### src/rtl/sie_pkg.sv
package sie_pkg;

    // =====================================================
    // register offsets
    localparam logic [7:0] OFS_DEV_ADDR = 8'h42;
    localparam logic [7:0] OFS_SIE_STATUS = 8'h45;
    localparam logic [7:0] OFS_FIFO_CMD = 8'h46;
    localparam logic [7:0] OFS_IRQ_STATUS = 8'h4C;
    localparam logic [7:0] OFS_IRQ_MASK = 8'h4D;

    // =====================================================
    // sie_status fields
    localparam int SIE_DEFER = 0;
    localparam int SIE_CTRL_FIFO_ERROR = 1;
    localparam int SIE_OUT = 2;
    localparam int SIE_IN = 3;
    localparam int SIE_NAK = 4;
    localparam int SIE_CRC = 5;
    localparam int SIE_END_OF_TRANSFER = 6;
    localparam int SIE_NAK_IRQ_MASK = 7;

    // =====================================================
    // fifo_command_status fields
    localparam int FC_REQ = 0;
    localparam int FC_TX = 1;
    localparam int FC_CLR = 2;
    localparam int FC_SEL_LO = 3;
    localparam int FC_SEL_HI = 4;
    localparam int FC_SETUP = 5;
    localparam int FC_READY = 6;
    localparam int FC_ZLEN = 7;

    // =====================================================
    // fifo select codes
    localparam logic [1:0] SEL_FIFO0 = 2'h0;
    localparam logic [1:0] SEL_FIFO1 = 2'h1;
    localparam logic [1:0] SEL_FIFO2 = 2'h2;

    // =====================================================
    // sticky flag indices, interrupt event indices
    localparam int FL_CTRL_FIFO_ERROR = 0;
    localparam int FL_OUT = 1;
    localparam int FL_CRC = 2;
    localparam int FL_SETUP = 3;
    localparam int FL_ZLEN = 4;
    localparam int NUM_FLAGS = 5;
    localparam int NUM_IRQ = 6;

    // =====================================================
    // reset values
    localparam logic [7:0] DEV_ADDR_RST = 8'h00;
    localparam logic [7:0] FIFO_CMD_RST = 8'h00;
    localparam logic NAK_IRQ_MASK_RST = 1'b0;

    typedef struct packed {
        logic token_start;
        logic token_is_in;
        logic in_done;
        logic nak_sent;
        logic crc_err;
        logic ctrl_fifo_error;
        logic out_rx;
        logic setup_rx;
        logic zero_len_rx;
        logic fifo_data_rd;
        logic end_of_transfer_ok;
        logic fifo_ready;
    } sie_ev_t;

    typedef struct packed {
        logic req;
        logic tx;
        logic clr;
        logic [1:0] sel;
    } fifo_cmd_t;

    typedef struct packed {
        logic q;
    } flag_state_t;

endpackage

### src/rtl/irq_unit.sv
module irq_unit #(
    parameter int N = 6
) (
    // clock and reset
    input wire logic clk,
    input wire logic rst,
    // events and register writes
    input wire logic [N-1:0] ev,
    input wire logic wr_stat,
    input wire logic wr_mask,
    input wire logic [N-1:0] wdata,
    // state
    output logic [N-1:0] stat,
    output logic [N-1:0] mask,
    output logic irq
);

    typedef struct packed {
        logic [N-1:0] stat;
        logic [N-1:0] mask;
        logic irq;
    } irq_state_t;

    irq_state_t r, n;

    // =====================================================
    // write one clears, a new event wins
    always_comb begin
        n = r;
        if (wr_stat) begin
            n.stat = r.stat & ~wdata;
        end
        n.stat = n.stat | ev;
        if (wr_mask) begin
            n.mask = wdata;
        end
        n.irq = |(n.stat & n.mask);
    end

    always_ff @(posedge clk) begin
        if (rst) begin
            r <= '0;
        end else begin
            r <= n;
        end
    end

    assign stat = r.stat;
    assign mask = r.mask;
    assign irq = r.irq;

endmodule

### src/rtl/sie_regs.sv
// Contract
// - deferred mode loads address after IN done
// - engine clears deferred bit after loading
// - immediate mode loads address on write
// - fifo0 access error sets bit 1
// - nonzero OUT token sets bit 2
// - next valid SETUP clears OUT flag
// - bit 3 shows current token is IN
// - bit 4 shows NAK was sent
// - CRC error sets bit 5
// - bit 6 shows end of transfer state
// - bit 7 masks NAK interrupt, resets 0
// - fifo command register bit layout
// - select 00/01/10 picks fifo 0/1/2
// - firmware raises then drops request bit
// - zero length flag set, cleared by read/SETUP
//
// Implementation choice: strobed register access.
module sie_regs (
    // clock and reset
    input wire logic MCLK,
    input wire logic RST,
    // register port
    input wire logic [7:0] BUS_ADDR,
    input wire logic [7:0] BUS_WDATA,
    input wire logic BUS_WR,
    input wire logic BUS_RD,
    output logic [7:0] BUS_RDATA,
    // engine side
    input wire sie_pkg::sie_ev_t SIE_EV,
    output logic [6:0] DEV_ADDR,
    output logic REMOTE_WAKEUP,
    output sie_pkg::fifo_cmd_t FIFO_CMD,
    // interrupt
    output logic IRQ
);

    typedef struct packed {
        logic [7:0] rdata;
        logic [7:0] addr_reg;
        logic [6:0] dev_addr;
        logic defer;
        logic in_tok;
        logic nak;
        logic end_of_transfer_ok;
        logic nak_irq_mask;
        sie_pkg::fifo_cmd_t cmd;
    } top_state_t;

    top_state_t r, n;

    logic wr_dev, wr_sie, wr_fc, wr_ist, wr_imk;
    logic [sie_pkg::NUM_FLAGS-1:0] fl_set, fl_clr, fl_q;
    logic [sie_pkg::NUM_IRQ-1:0] irq_ev, irq_stat, irq_mask;
    logic [7:0] sie_view, fc_view;

    // =====================================================
    // address decode
    assign wr_dev = BUS_WR && (BUS_ADDR == sie_pkg::OFS_DEV_ADDR);
    assign wr_sie = BUS_WR && (BUS_ADDR == sie_pkg::OFS_SIE_STATUS);
    assign wr_fc = BUS_WR && (BUS_ADDR == sie_pkg::OFS_FIFO_CMD);
    assign wr_ist = BUS_WR && (BUS_ADDR == sie_pkg::OFS_IRQ_STATUS);
    assign wr_imk = BUS_WR && (BUS_ADDR == sie_pkg::OFS_IRQ_MASK);

    // =====================================================
    // sticky flags
    always_comb begin
        fl_set = '0;
        fl_clr = '0;
        fl_set[sie_pkg::FL_CTRL_FIFO_ERROR] = SIE_EV.ctrl_fifo_error;
        fl_set[sie_pkg::FL_OUT] = SIE_EV.out_rx;
        fl_set[sie_pkg::FL_CRC] = SIE_EV.crc_err;
        fl_set[sie_pkg::FL_SETUP] = SIE_EV.setup_rx;
        fl_set[sie_pkg::FL_ZLEN] = SIE_EV.zero_len_rx;
        fl_clr[sie_pkg::FL_CTRL_FIFO_ERROR] = wr_sie && !BUS_WDATA[sie_pkg::SIE_CTRL_FIFO_ERROR];
        fl_clr[sie_pkg::FL_OUT] = (wr_sie && !BUS_WDATA[sie_pkg::SIE_OUT]) || SIE_EV.setup_rx;
        fl_clr[sie_pkg::FL_CRC] = wr_sie && !BUS_WDATA[sie_pkg::SIE_CRC];
        fl_clr[sie_pkg::FL_SETUP] = wr_fc && !BUS_WDATA[sie_pkg::FC_SETUP];
        fl_clr[sie_pkg::FL_ZLEN] = (wr_fc && !BUS_WDATA[sie_pkg::FC_ZLEN]) || SIE_EV.fifo_data_rd
            || SIE_EV.setup_rx;
    end

    genvar gi;
    generate
        for (gi = 0; gi < sie_pkg::NUM_FLAGS; gi++) begin : g_flag
            sticky_flag u_flag (
                .clk(MCLK),
                .rst(RST),
                .set(fl_set[gi]),
                .clr(fl_clr[gi]),
                .q(fl_q[gi])
            );
        end
    endgenerate

    // =====================================================
    // interrupt events
    assign irq_ev = {SIE_EV.zero_len_rx, SIE_EV.setup_rx, SIE_EV.nak_sent && !r.nak_irq_mask,
        SIE_EV.crc_err, SIE_EV.out_rx, SIE_EV.ctrl_fifo_error};

    irq_unit #(
        .N(sie_pkg::NUM_IRQ)
    ) u_irq (
        .clk(MCLK),
        .rst(RST),
        .ev(irq_ev),
        .wr_stat(wr_ist),
        .wr_mask(wr_imk),
        .wdata(BUS_WDATA[sie_pkg::NUM_IRQ-1:0]),
        .stat(irq_stat),
        .mask(irq_mask),
        .irq(IRQ)
    );

    // =====================================================
    // read views
    always_comb begin
        sie_view = 8'h00;
        sie_view[sie_pkg::SIE_DEFER] = r.defer;
        sie_view[sie_pkg::SIE_CTRL_FIFO_ERROR] = fl_q[sie_pkg::FL_CTRL_FIFO_ERROR];
        sie_view[sie_pkg::SIE_OUT] = fl_q[sie_pkg::FL_OUT];
        sie_view[sie_pkg::SIE_IN] = r.in_tok;
        sie_view[sie_pkg::SIE_NAK] = r.nak;
        sie_view[sie_pkg::SIE_CRC] = fl_q[sie_pkg::FL_CRC];
        sie_view[sie_pkg::SIE_END_OF_TRANSFER] = r.end_of_transfer_ok;
        sie_view[sie_pkg::SIE_NAK_IRQ_MASK] = r.nak_irq_mask;
        fc_view = 8'h00;
        fc_view[sie_pkg::FC_REQ] = r.cmd.req;
        fc_view[sie_pkg::FC_TX] = r.cmd.tx;
        fc_view[sie_pkg::FC_CLR] = r.cmd.clr;
        fc_view[sie_pkg::FC_SEL_HI:sie_pkg::FC_SEL_LO] = r.cmd.sel;
        fc_view[sie_pkg::FC_SETUP] = fl_q[sie_pkg::FL_SETUP];
        fc_view[sie_pkg::FC_READY] = SIE_EV.fifo_ready;
        fc_view[sie_pkg::FC_ZLEN] = fl_q[sie_pkg::FL_ZLEN];
    end

    // =====================================================
    // next state
    always_comb begin
        n = r;
        n.rdata = 8'h00;
        if (BUS_RD) begin
            unique case (BUS_ADDR)
                sie_pkg::OFS_DEV_ADDR: begin
                    n.rdata = r.addr_reg;
                end
                sie_pkg::OFS_SIE_STATUS: begin
                    n.rdata = sie_view;
                end
                sie_pkg::OFS_FIFO_CMD: begin
                    n.rdata = fc_view;
                end
                sie_pkg::OFS_IRQ_STATUS: begin
                    n.rdata = {2'h0, irq_stat};
                end
                sie_pkg::OFS_IRQ_MASK: begin
                    n.rdata = {2'h0, irq_mask};
                end
                default: begin
                    n.rdata = 8'h00;
                end
            endcase
        end
        n.end_of_transfer_ok = SIE_EV.end_of_transfer_ok;
        if (SIE_EV.token_start) begin
            n.in_tok = SIE_EV.token_is_in;
            n.nak = 1'b0;
        end
        if (SIE_EV.nak_sent) begin
            n.nak = 1'b1;
        end
        if (r.defer && SIE_EV.in_done) begin
            n.dev_addr = r.addr_reg[7:1];
            n.defer = 1'b0;
        end
        if (wr_dev) begin
            n.addr_reg = BUS_WDATA;
            if (!r.defer) begin
                n.dev_addr = BUS_WDATA[7:1];
            end
        end
        if (wr_sie) begin
            n.defer = BUS_WDATA[sie_pkg::SIE_DEFER];
            n.nak_irq_mask = BUS_WDATA[sie_pkg::SIE_NAK_IRQ_MASK];
        end
        if (wr_fc) begin
            n.cmd.req = BUS_WDATA[sie_pkg::FC_REQ];
            n.cmd.tx = BUS_WDATA[sie_pkg::FC_TX];
            n.cmd.clr = BUS_WDATA[sie_pkg::FC_CLR];
            n.cmd.sel = BUS_WDATA[sie_pkg::FC_SEL_HI:sie_pkg::FC_SEL_LO];
        end
    end

    always_ff @(posedge MCLK) begin
        if (RST) begin
            r <= '0;
            r.addr_reg <= sie_pkg::DEV_ADDR_RST;
            r.dev_addr <= sie_pkg::DEV_ADDR_RST[7:1];
            r.nak_irq_mask <= sie_pkg::NAK_IRQ_MASK_RST;
            r.cmd <= sie_pkg::FIFO_CMD_RST[4:0];
        end else begin
            r <= n;
        end
    end

    // =====================================================
    // outputs
    assign BUS_RDATA = r.rdata;
    assign DEV_ADDR = r.dev_addr;
    assign REMOTE_WAKEUP = r.addr_reg[0];
    assign FIFO_CMD = r.cmd;
endmodule

### src/rtl/sticky_flag.sv
module sticky_flag (
    // clock and reset
    input wire logic clk,
    input wire logic rst,
    // control
    input wire logic set,
    input wire logic clr,
    // state
    output logic q
);

    sie_pkg::flag_state_t r, n;

    // =====================================================
    // set wins over a clear in the same cycle
    always_comb begin
        n = r;
        if (clr) begin
            n.q = 1'b0;
        end
        if (set) begin
            n.q = 1'b1;
        end
    end

    always_ff @(posedge clk) begin
        if (rst) begin
            r <= '0;
        end else begin
            r <= n;
        end
    end

    assign q = r.q;

endmodule

### config.mk
export PLATFORM = sky130hd
export DESIGN_NAME = sie_regs
export DESIGN_NICKNAME = d
export VERILOG_FILES = /design/src/rtl/sie_pkg.sv /design/src/rtl/irq_unit.sv /design/src/rtl/sie_regs.sv /design/src/rtl/sticky_flag.sv
export SDC_FILE = /design/constraint.sdc
export NUM_CORES = 1
export LEC_CHECK = 0
export ABC_AREA = 0
export CORE_MARGIN = 10
export CORE_UTILIZATION = 40
export DETAILED_ROUTE_END_ITERATION = 10
export DONT_BUFFER_PORTS = 1
export GPL_TIMING_DRIVEN = 1
export PLACE_DENSITY = 0.54
export SKIP_CTS_REPAIR_TIMING = 1
export SYNTH_ARGS = -nofsm -noshare
export SYNTH_HDL_FRONTEND = slang
export SYNTH_SLANG_ARGS = --single-unit
export TNS_END_PERCENT = 50
### constraint.sdc
create_clock -name MCLK -period 3.2 [get_ports MCLK]
set_clock_uncertainty 0.15 [all_clocks]
set_input_delay 0 -clock MCLK [delete_from_list [all_inputs] [get_ports MCLK]]
set_output_delay 0 -clock MCLK [all_outputs]
set_load 0.1 [all_outputs]
==> reports/qor.yml, run 1 <==
clk_root_buffer_cell: "clkbuf_8"
crit_start: "r[9]"
reg2reg_depth: 4
grt_start_max_net_pins: 45
rrSetupSlack_ns: 1.0
start_kind: "flip-flop"
cp.required_ns: 3.31
path_clk_slew_ns: 0.10
synth_largest_area_cell: "dfxtp_1"
post_synth_edffs: 0
ys_warn_count: 0
wirelength_mm: 6.574
critical_path.reg2reg.endpoint: "DEV_ADDR[4]"
slew-limit-headroom_pct: 32.63
cts-buffers-inserted: 5
firstDrtPassIters: 4
failed_checks: "hold timing"
finalWorstPathRequiredPeriod_ns: 2.202
max_clock_freq_mhz: 454.2
sum_of_net_half_perimeters_after_detailed_placement_mm: 4.700
floorplan.die.height_um: 98.24
number_of_nets_with_antenna_violations_after_detailed_routing: 0
area_growth_pct: 18.86
timing.hold.ws_ns: -0.04708
drc: 0
grt_setup_unrepaired: "false"
fin_crit_sh_pct: 68.81
tritoncts_num_sinks: 51
irDropWorstVdd_mv: 0.1952
gp_routability_congestion: 0.8492
worst-endpoint-arrival_ns: 2.32
chipWidth_um: 98.24
dr.first_iter.drc_count: 116
critical_path.endpoint_type: "flip-flop"
die_area_mm2: 0.009651
worst_skew_pair.late_latency_ns: 0.31
grt_pass1_wl_mm: 9.880
yosysSeqAreaShare_pct: 41.70
final_layout_size_suffix_gt1_share_pct: 17.79
dpl_worst_slack_ns: 1.281
design.portCount: 54
finalHoldViolations: 6
io_buffers: 0
r2r_start: "r[9]"
power_leakage_nw: 1.196
power_per_cell_area_mw_per_mm2: 402.1
async_reset_ff_share_pct: 0
post_synth_most_frequent_cells: "dfxtp_1 (51), nor2_1 (32), buf_4 (21)"
antenna-diode-count: 0
post_synth_main_area_contributors: "dfxtp_1 (42%), mux2i_1 (7.4%), buf_4 (6.4%)"
drv_cap: 0
finalSetupViolCount: 0
synth.avg_cell_area_um2: 9.528
synthCells: 257
first_global_vias: 1726
final_max_slew_viol_count: 0
start_util_pct: 41.36
groute.usage.overall_pct: 12.65
netlist_area_mm2: 0.002449
yosys.area.top_type_share_pct: 41.70
postSynth.topFlopCell: "dfxtp_1"
totalPowerFinal_mw: 1.170
fin_setup_tns_ns: 0
finish.net_count: 312
holdCritPathClass: "in2reg"
synth_cell_types: 39
worst-setup-path-type: "reg2reg"
final.setup.worst_slack_ns: 0.9981
ys_ff_latch: 51
detail_route.wl_per_cell_um: 18.47
max-clock-path-buffers: 2
mapped_nets: 289
grt_remaining_overflow: 0
fp.coreArea_mm2: 0.005921
antenna_found_initial: 0
worst_pin_slew_ns: 1.009
cts-htree-levels: 2
viasPerCell: 5.368
outcome: "finished with violations"
synthMostInstantiatedCell: "dfxtp_1"
via_count: 1911
cts_tree: "done"
rows: 28
critPathCapture: "DEV_ADDR[4]"
critPathMaxFanout: 14
worst max-delay path: stages (launching register included):
cell           delay, ns
dfxtp_1             0.56
or2_1               0.54
nor2_1              0.10
a311oi_2            0.24
dlygate4sd3_1       0.57
cell usage in the layout, fill, tap and decap left out, types with 5 or more instances in the layout:
cell / count
nand3_1: 8
dlygate4sd3_1: 37
nor2_1: 32
a311oi_2: 7
o21ai_0: 6
buf_4: 14
inv_1: 8
clkbuf_8: 7
nor2b_1: 10
nand4_1: 5
a222oi_1: 6
nand2_1: 17
a21oi_1: 14
dfxtp_1: 51
mux2i_1: 18
mux2_2: 11
power by group:
part	leakage, nW	internal (mW)	switching, mW
Combinational	0.731	0.0536	0.0464
Sequential	0.415	0.647	0.00755
Clock	0.0505	0.197	0.219
Total	1.20	0.897	0.273
flip-flops by register name, summed over array words and instances, names as in the netlist:
register and cells:
DEV_ADDR 7, u_irq.stat 6, u_irq.mask 6, r 12
FIFO_CMD 5, u_irq.irq 1, g_flag.u_flag.q 5, BUS_RDATA 8
REMOTE_WAKEUP 1
layout make-up:
class / instances / area [um^2]
clock buffers: 7 / 96.34
clock inverters: 1 / 7.507
fillers: 586 / 3010
inverters: 8 / 30.03
multi-input cells: 162 / 1166
flip-flops and latches: 51 / 1021
well taps: 75 / 93.84
repair buffers: 52 / 495.5
kinds of logic (layout without fill, tap and decap cells):
group | Yosys count | in the layout | share of synthesized area, %
buffers and inverters | 44 | 68 | 10.68
DFF | 51 | 51 | 41.70
muxes | 30 | 30 | 13.03
and+or+nand+nor | 87 | 87 | 19.62
AOI/OAI and AO/OA | 45 | 45 | 14.97
metal layers:
metal | track usage [%] | wire length [um] | up-vias
met5 | 0 | 0 | -
met1 | 16.31 | 2965 | 908
met3 | 6.131 | 530 | 6
met2 | 18.02 | 3017 | 63
li1 | - | - | 934
met4 | 3.969 | 61 | 0
per-stage QoR:
step,instance area [um^2],hold WS (ns),util [%],std cells
after CTS,2520,-0.4083,42.56,318
after floorplan,2449,-0.03257,-,257
after global routing,2910,0.01119,49.15,356
final,2910,-0.04708,49.15,356
after global placement,2416,-0.07317,40.81,310
after detailed placement,2416,-0.07303,40.81,310
worst min path at each step:
| stage | from | end | slack [ns] | cells after the start |
|---|---|---|---|---|
| after global routing | BUS_ADDR[5] | u_irq.stat[4] | 0.01 | 4 |
| after floorplan | SIE_EV[8] | r[7] | -0.03 | 2 |
| after CTS | RST | DEV_ADDR[6] | -0.41 | 1 |
| after detailed placement | RST | DEV_ADDR[3] | -0.07 | 1 |
| after global placement | RST | u_irq.stat[0] | -0.07 | 1 |
| final | BUS_ADDR[2] | BUS_RDATA[1] | -0.05 | 3 |
No activity file was read; power rests on OpenSTA's default activity.
==> run 2, diff against run 1 <==
==> constraint.sdc (replaced) <==
create_clock -name MCLK -period 2.3 [get_ports MCLK]
set_clock_uncertainty 0.15 [all_clocks]
set_input_delay 0 -clock MCLK [delete_from_list [all_inputs] [get_ports MCLK]]
set_output_delay 0 -clock MCLK [all_outputs]
set_load 0.1 [all_outputs]
==> reports/qor.yml, run 2 (synthesis gave the netlist of run 1 again) <==
whs_path_depth: 4
rrSetupSlack_ns: 0.22
grt.met3_usage_pct: 5.779
cellInternalPower_mw: 1.176
combPwrFrac_pct: 8.6
sum_of_net_half_perimeters_after_detailed_placement_mm: 4.714
area_growth_pct: 16.51
pwr-share-seq_pct: 59.1
gp_routability_congestion: 0.8487
global_route.peak_usage_layer: "met2"
met1_grt_util_pct: 15.13
rows: 28
dpl_worst_slack_ns: 0.6108
floorplan.die.height_um: 98.24
power_leakage_nw: 1.188
final_cell_mix: "dfxtp_1 (51), nor2_1 (32), dlygate4sd3_1 (28)"
holdCritPathClass: "in2reg"
fp.coreArea_mm2: 0.005921
largest_register: "r"
critical_path.reg2reg.endpoint: "u_irq.irq"
cp.required_ns: 2.32
min_delay_worst_endpoint: "u_irq.mask[1]"
io_buffers: 0
final_max_slew_viol_count: 0
min_from: "BUS_WR"
finalHoldViolations: 4
drc: 0
fin_crit_sh_pct: 90.30
worst_skew_pair.late_latency_ns: 0.30
first_global_vias: 1804
max_clock_freq_mhz: 481.5
start_kind: "flip-flop"
wirelength_mm: 6.520
via_count: 1902
grt_util_met2_pct: 18.63
final.setup.worst_slack_ns: 0.2230
power_per_cell_area_mw_per_mm2: 539.3
cts-buffers-inserted: 5
design.portCount: 54
die_area_mm2: 0.009651
finalWorstPathRequiredPeriod_ns: 2.077
layout_commonest_cell: "dfxtp_1"
cts-htree-levels: 2
start_util_pct: 41.36
number_of_nets_with_antenna_violations_after_detailed_routing: 0
chipWidth_um: 98.24
outcome: "finished with violations"
r2r_start: "u_irq.stat[4]"
power.clock.fraction_pct: 32.4
tritoncts_num_sinks: 51
irDropWorstVdd_mv: 0.3653
slew-limit-headroom_pct: 36.79
critical_path.endpoint_type: "flip-flop"
final_layout_size_suffix_gt1_share_pct: 20.43
worst-endpoint-arrival_ns: 2.10
worst_pin_slew_ns: 0.9469
postPlaceCellArea_mm2: 0.002469
grt_setup_unrepaired: "false"
antenna_found_initial: 0
postLayoutCellArea_mm2: 0.002853
cts_tree: "done"
power_switching_mw: 0.3620
dr.first_iter.drc_count: 154
detail_route.wl_per_cell_um: 18.42
reg2reg_depth: 5
fillers: 609
worst-setup-path-type: "reg2reg"
finalSetupViolCount: 0
fin_setup_tns_ns: 0
firstDrtPassIters: 6
grt_start_max_net_pins: 45
power.share.switching_pct: 23.53
finish.net_count: 310
antenna-diode-count: 0
grt_remaining_overflow: 0
critPathMaxFanout: 2
failed_checks: "hold timing"
groute.usage.overall_pct: 12.31
viasPerCell: 5.373
timing.hold.ws_ns: -0.01657
grt_pass1_wl_mm: 9.784
max-clock-path-buffers: 2
drv_cap: 0
clk_root_buffer_cell: "clkbuf_8"
path_clk_slew_ns: 0.09
largest_register_ff_count: 12
run 2: worst max-delay path by stage:
| stage | start | end | slack [ns] | depth (start not counted) |
|---|---|---|---|---|
| 2_1_floorplan | REMOTE_WAKEUP | BUS_RDATA[0] | 0.60 | 3 |
| 3_3_place_gp | BUS_ADDR[5] | u_irq.irq | 0.62 | 5 |
| 3_5_place_dp | BUS_ADDR[5] | u_irq.irq | 0.61 | 5 |
| 4_1_cts | r[9] | DEV_ADDR[3] | 0.61 | 3 |
| 5_1_grt | u_irq.stat[4] | u_irq.irq | 0.16 | 5 |
| 6_report | u_irq.stat[4] | u_irq.irq | 0.22 | 5 |
run 2: area by class of cell:
type,instances,area [um^2],area share [%]
timing repair buffer,50,457.9,16.05
clock buffer,5,68.82,2.412
inverter,8,30.03,1.053
sequential,51,1021,35.79
tap,75,93.84,3.289
clock inverter,3,15.01,0.5263
multi-input combinational,162,1166,40.88
run 2: power by group through the flow:
stage	Clock, mW	Sequential (mW)	Combinational, mW
2_1_floorplan	0	0.927	0.0655
3_3_place_gp	0	0.928	0.0571
3_5_place_dp	0	0.929	0.0579
4_1_cts	0.514	0.908	0.0582
5_1_grt	0.545	0.911	0.142
6_report	0.498	0.909	0.132
run 2: metal layers:
metal / vias to the layer above / routed length [um] / share of wire, %
met5: - / 0 / 0
met4: 0 / 82 / 1.3
met3: 6 / 468 / 7.2
met2: 51 / 2970 / 46
met1: 911 / 2999 / 46
li1: 934 / - / -
run 2: through the flow:
stage	instances	utilization [%]	hold slack [ns]	total power, mW
3_3_place_gp	317	41.69	-0.07298	0.9856
5_1_grt	354	48.18	0.007836	1.598
2_1_floorplan	257	-	-0.03257	0.9925
6_report	354	48.18	-0.01657	1.538
4_1_cts	325	43.11	-0.4010	1.481
3_5_place_dp	317	41.69	-0.07102	0.9870
run 2: critical path, cell delays in order (launching register included):
cell           delay, ns
dfxtp_1             0.32
a21o_1              0.14
dlygate4sd3_1       0.58
a22oi_2             0.12
dlygate4sd3_1       0.56
a41oi_1             0.08
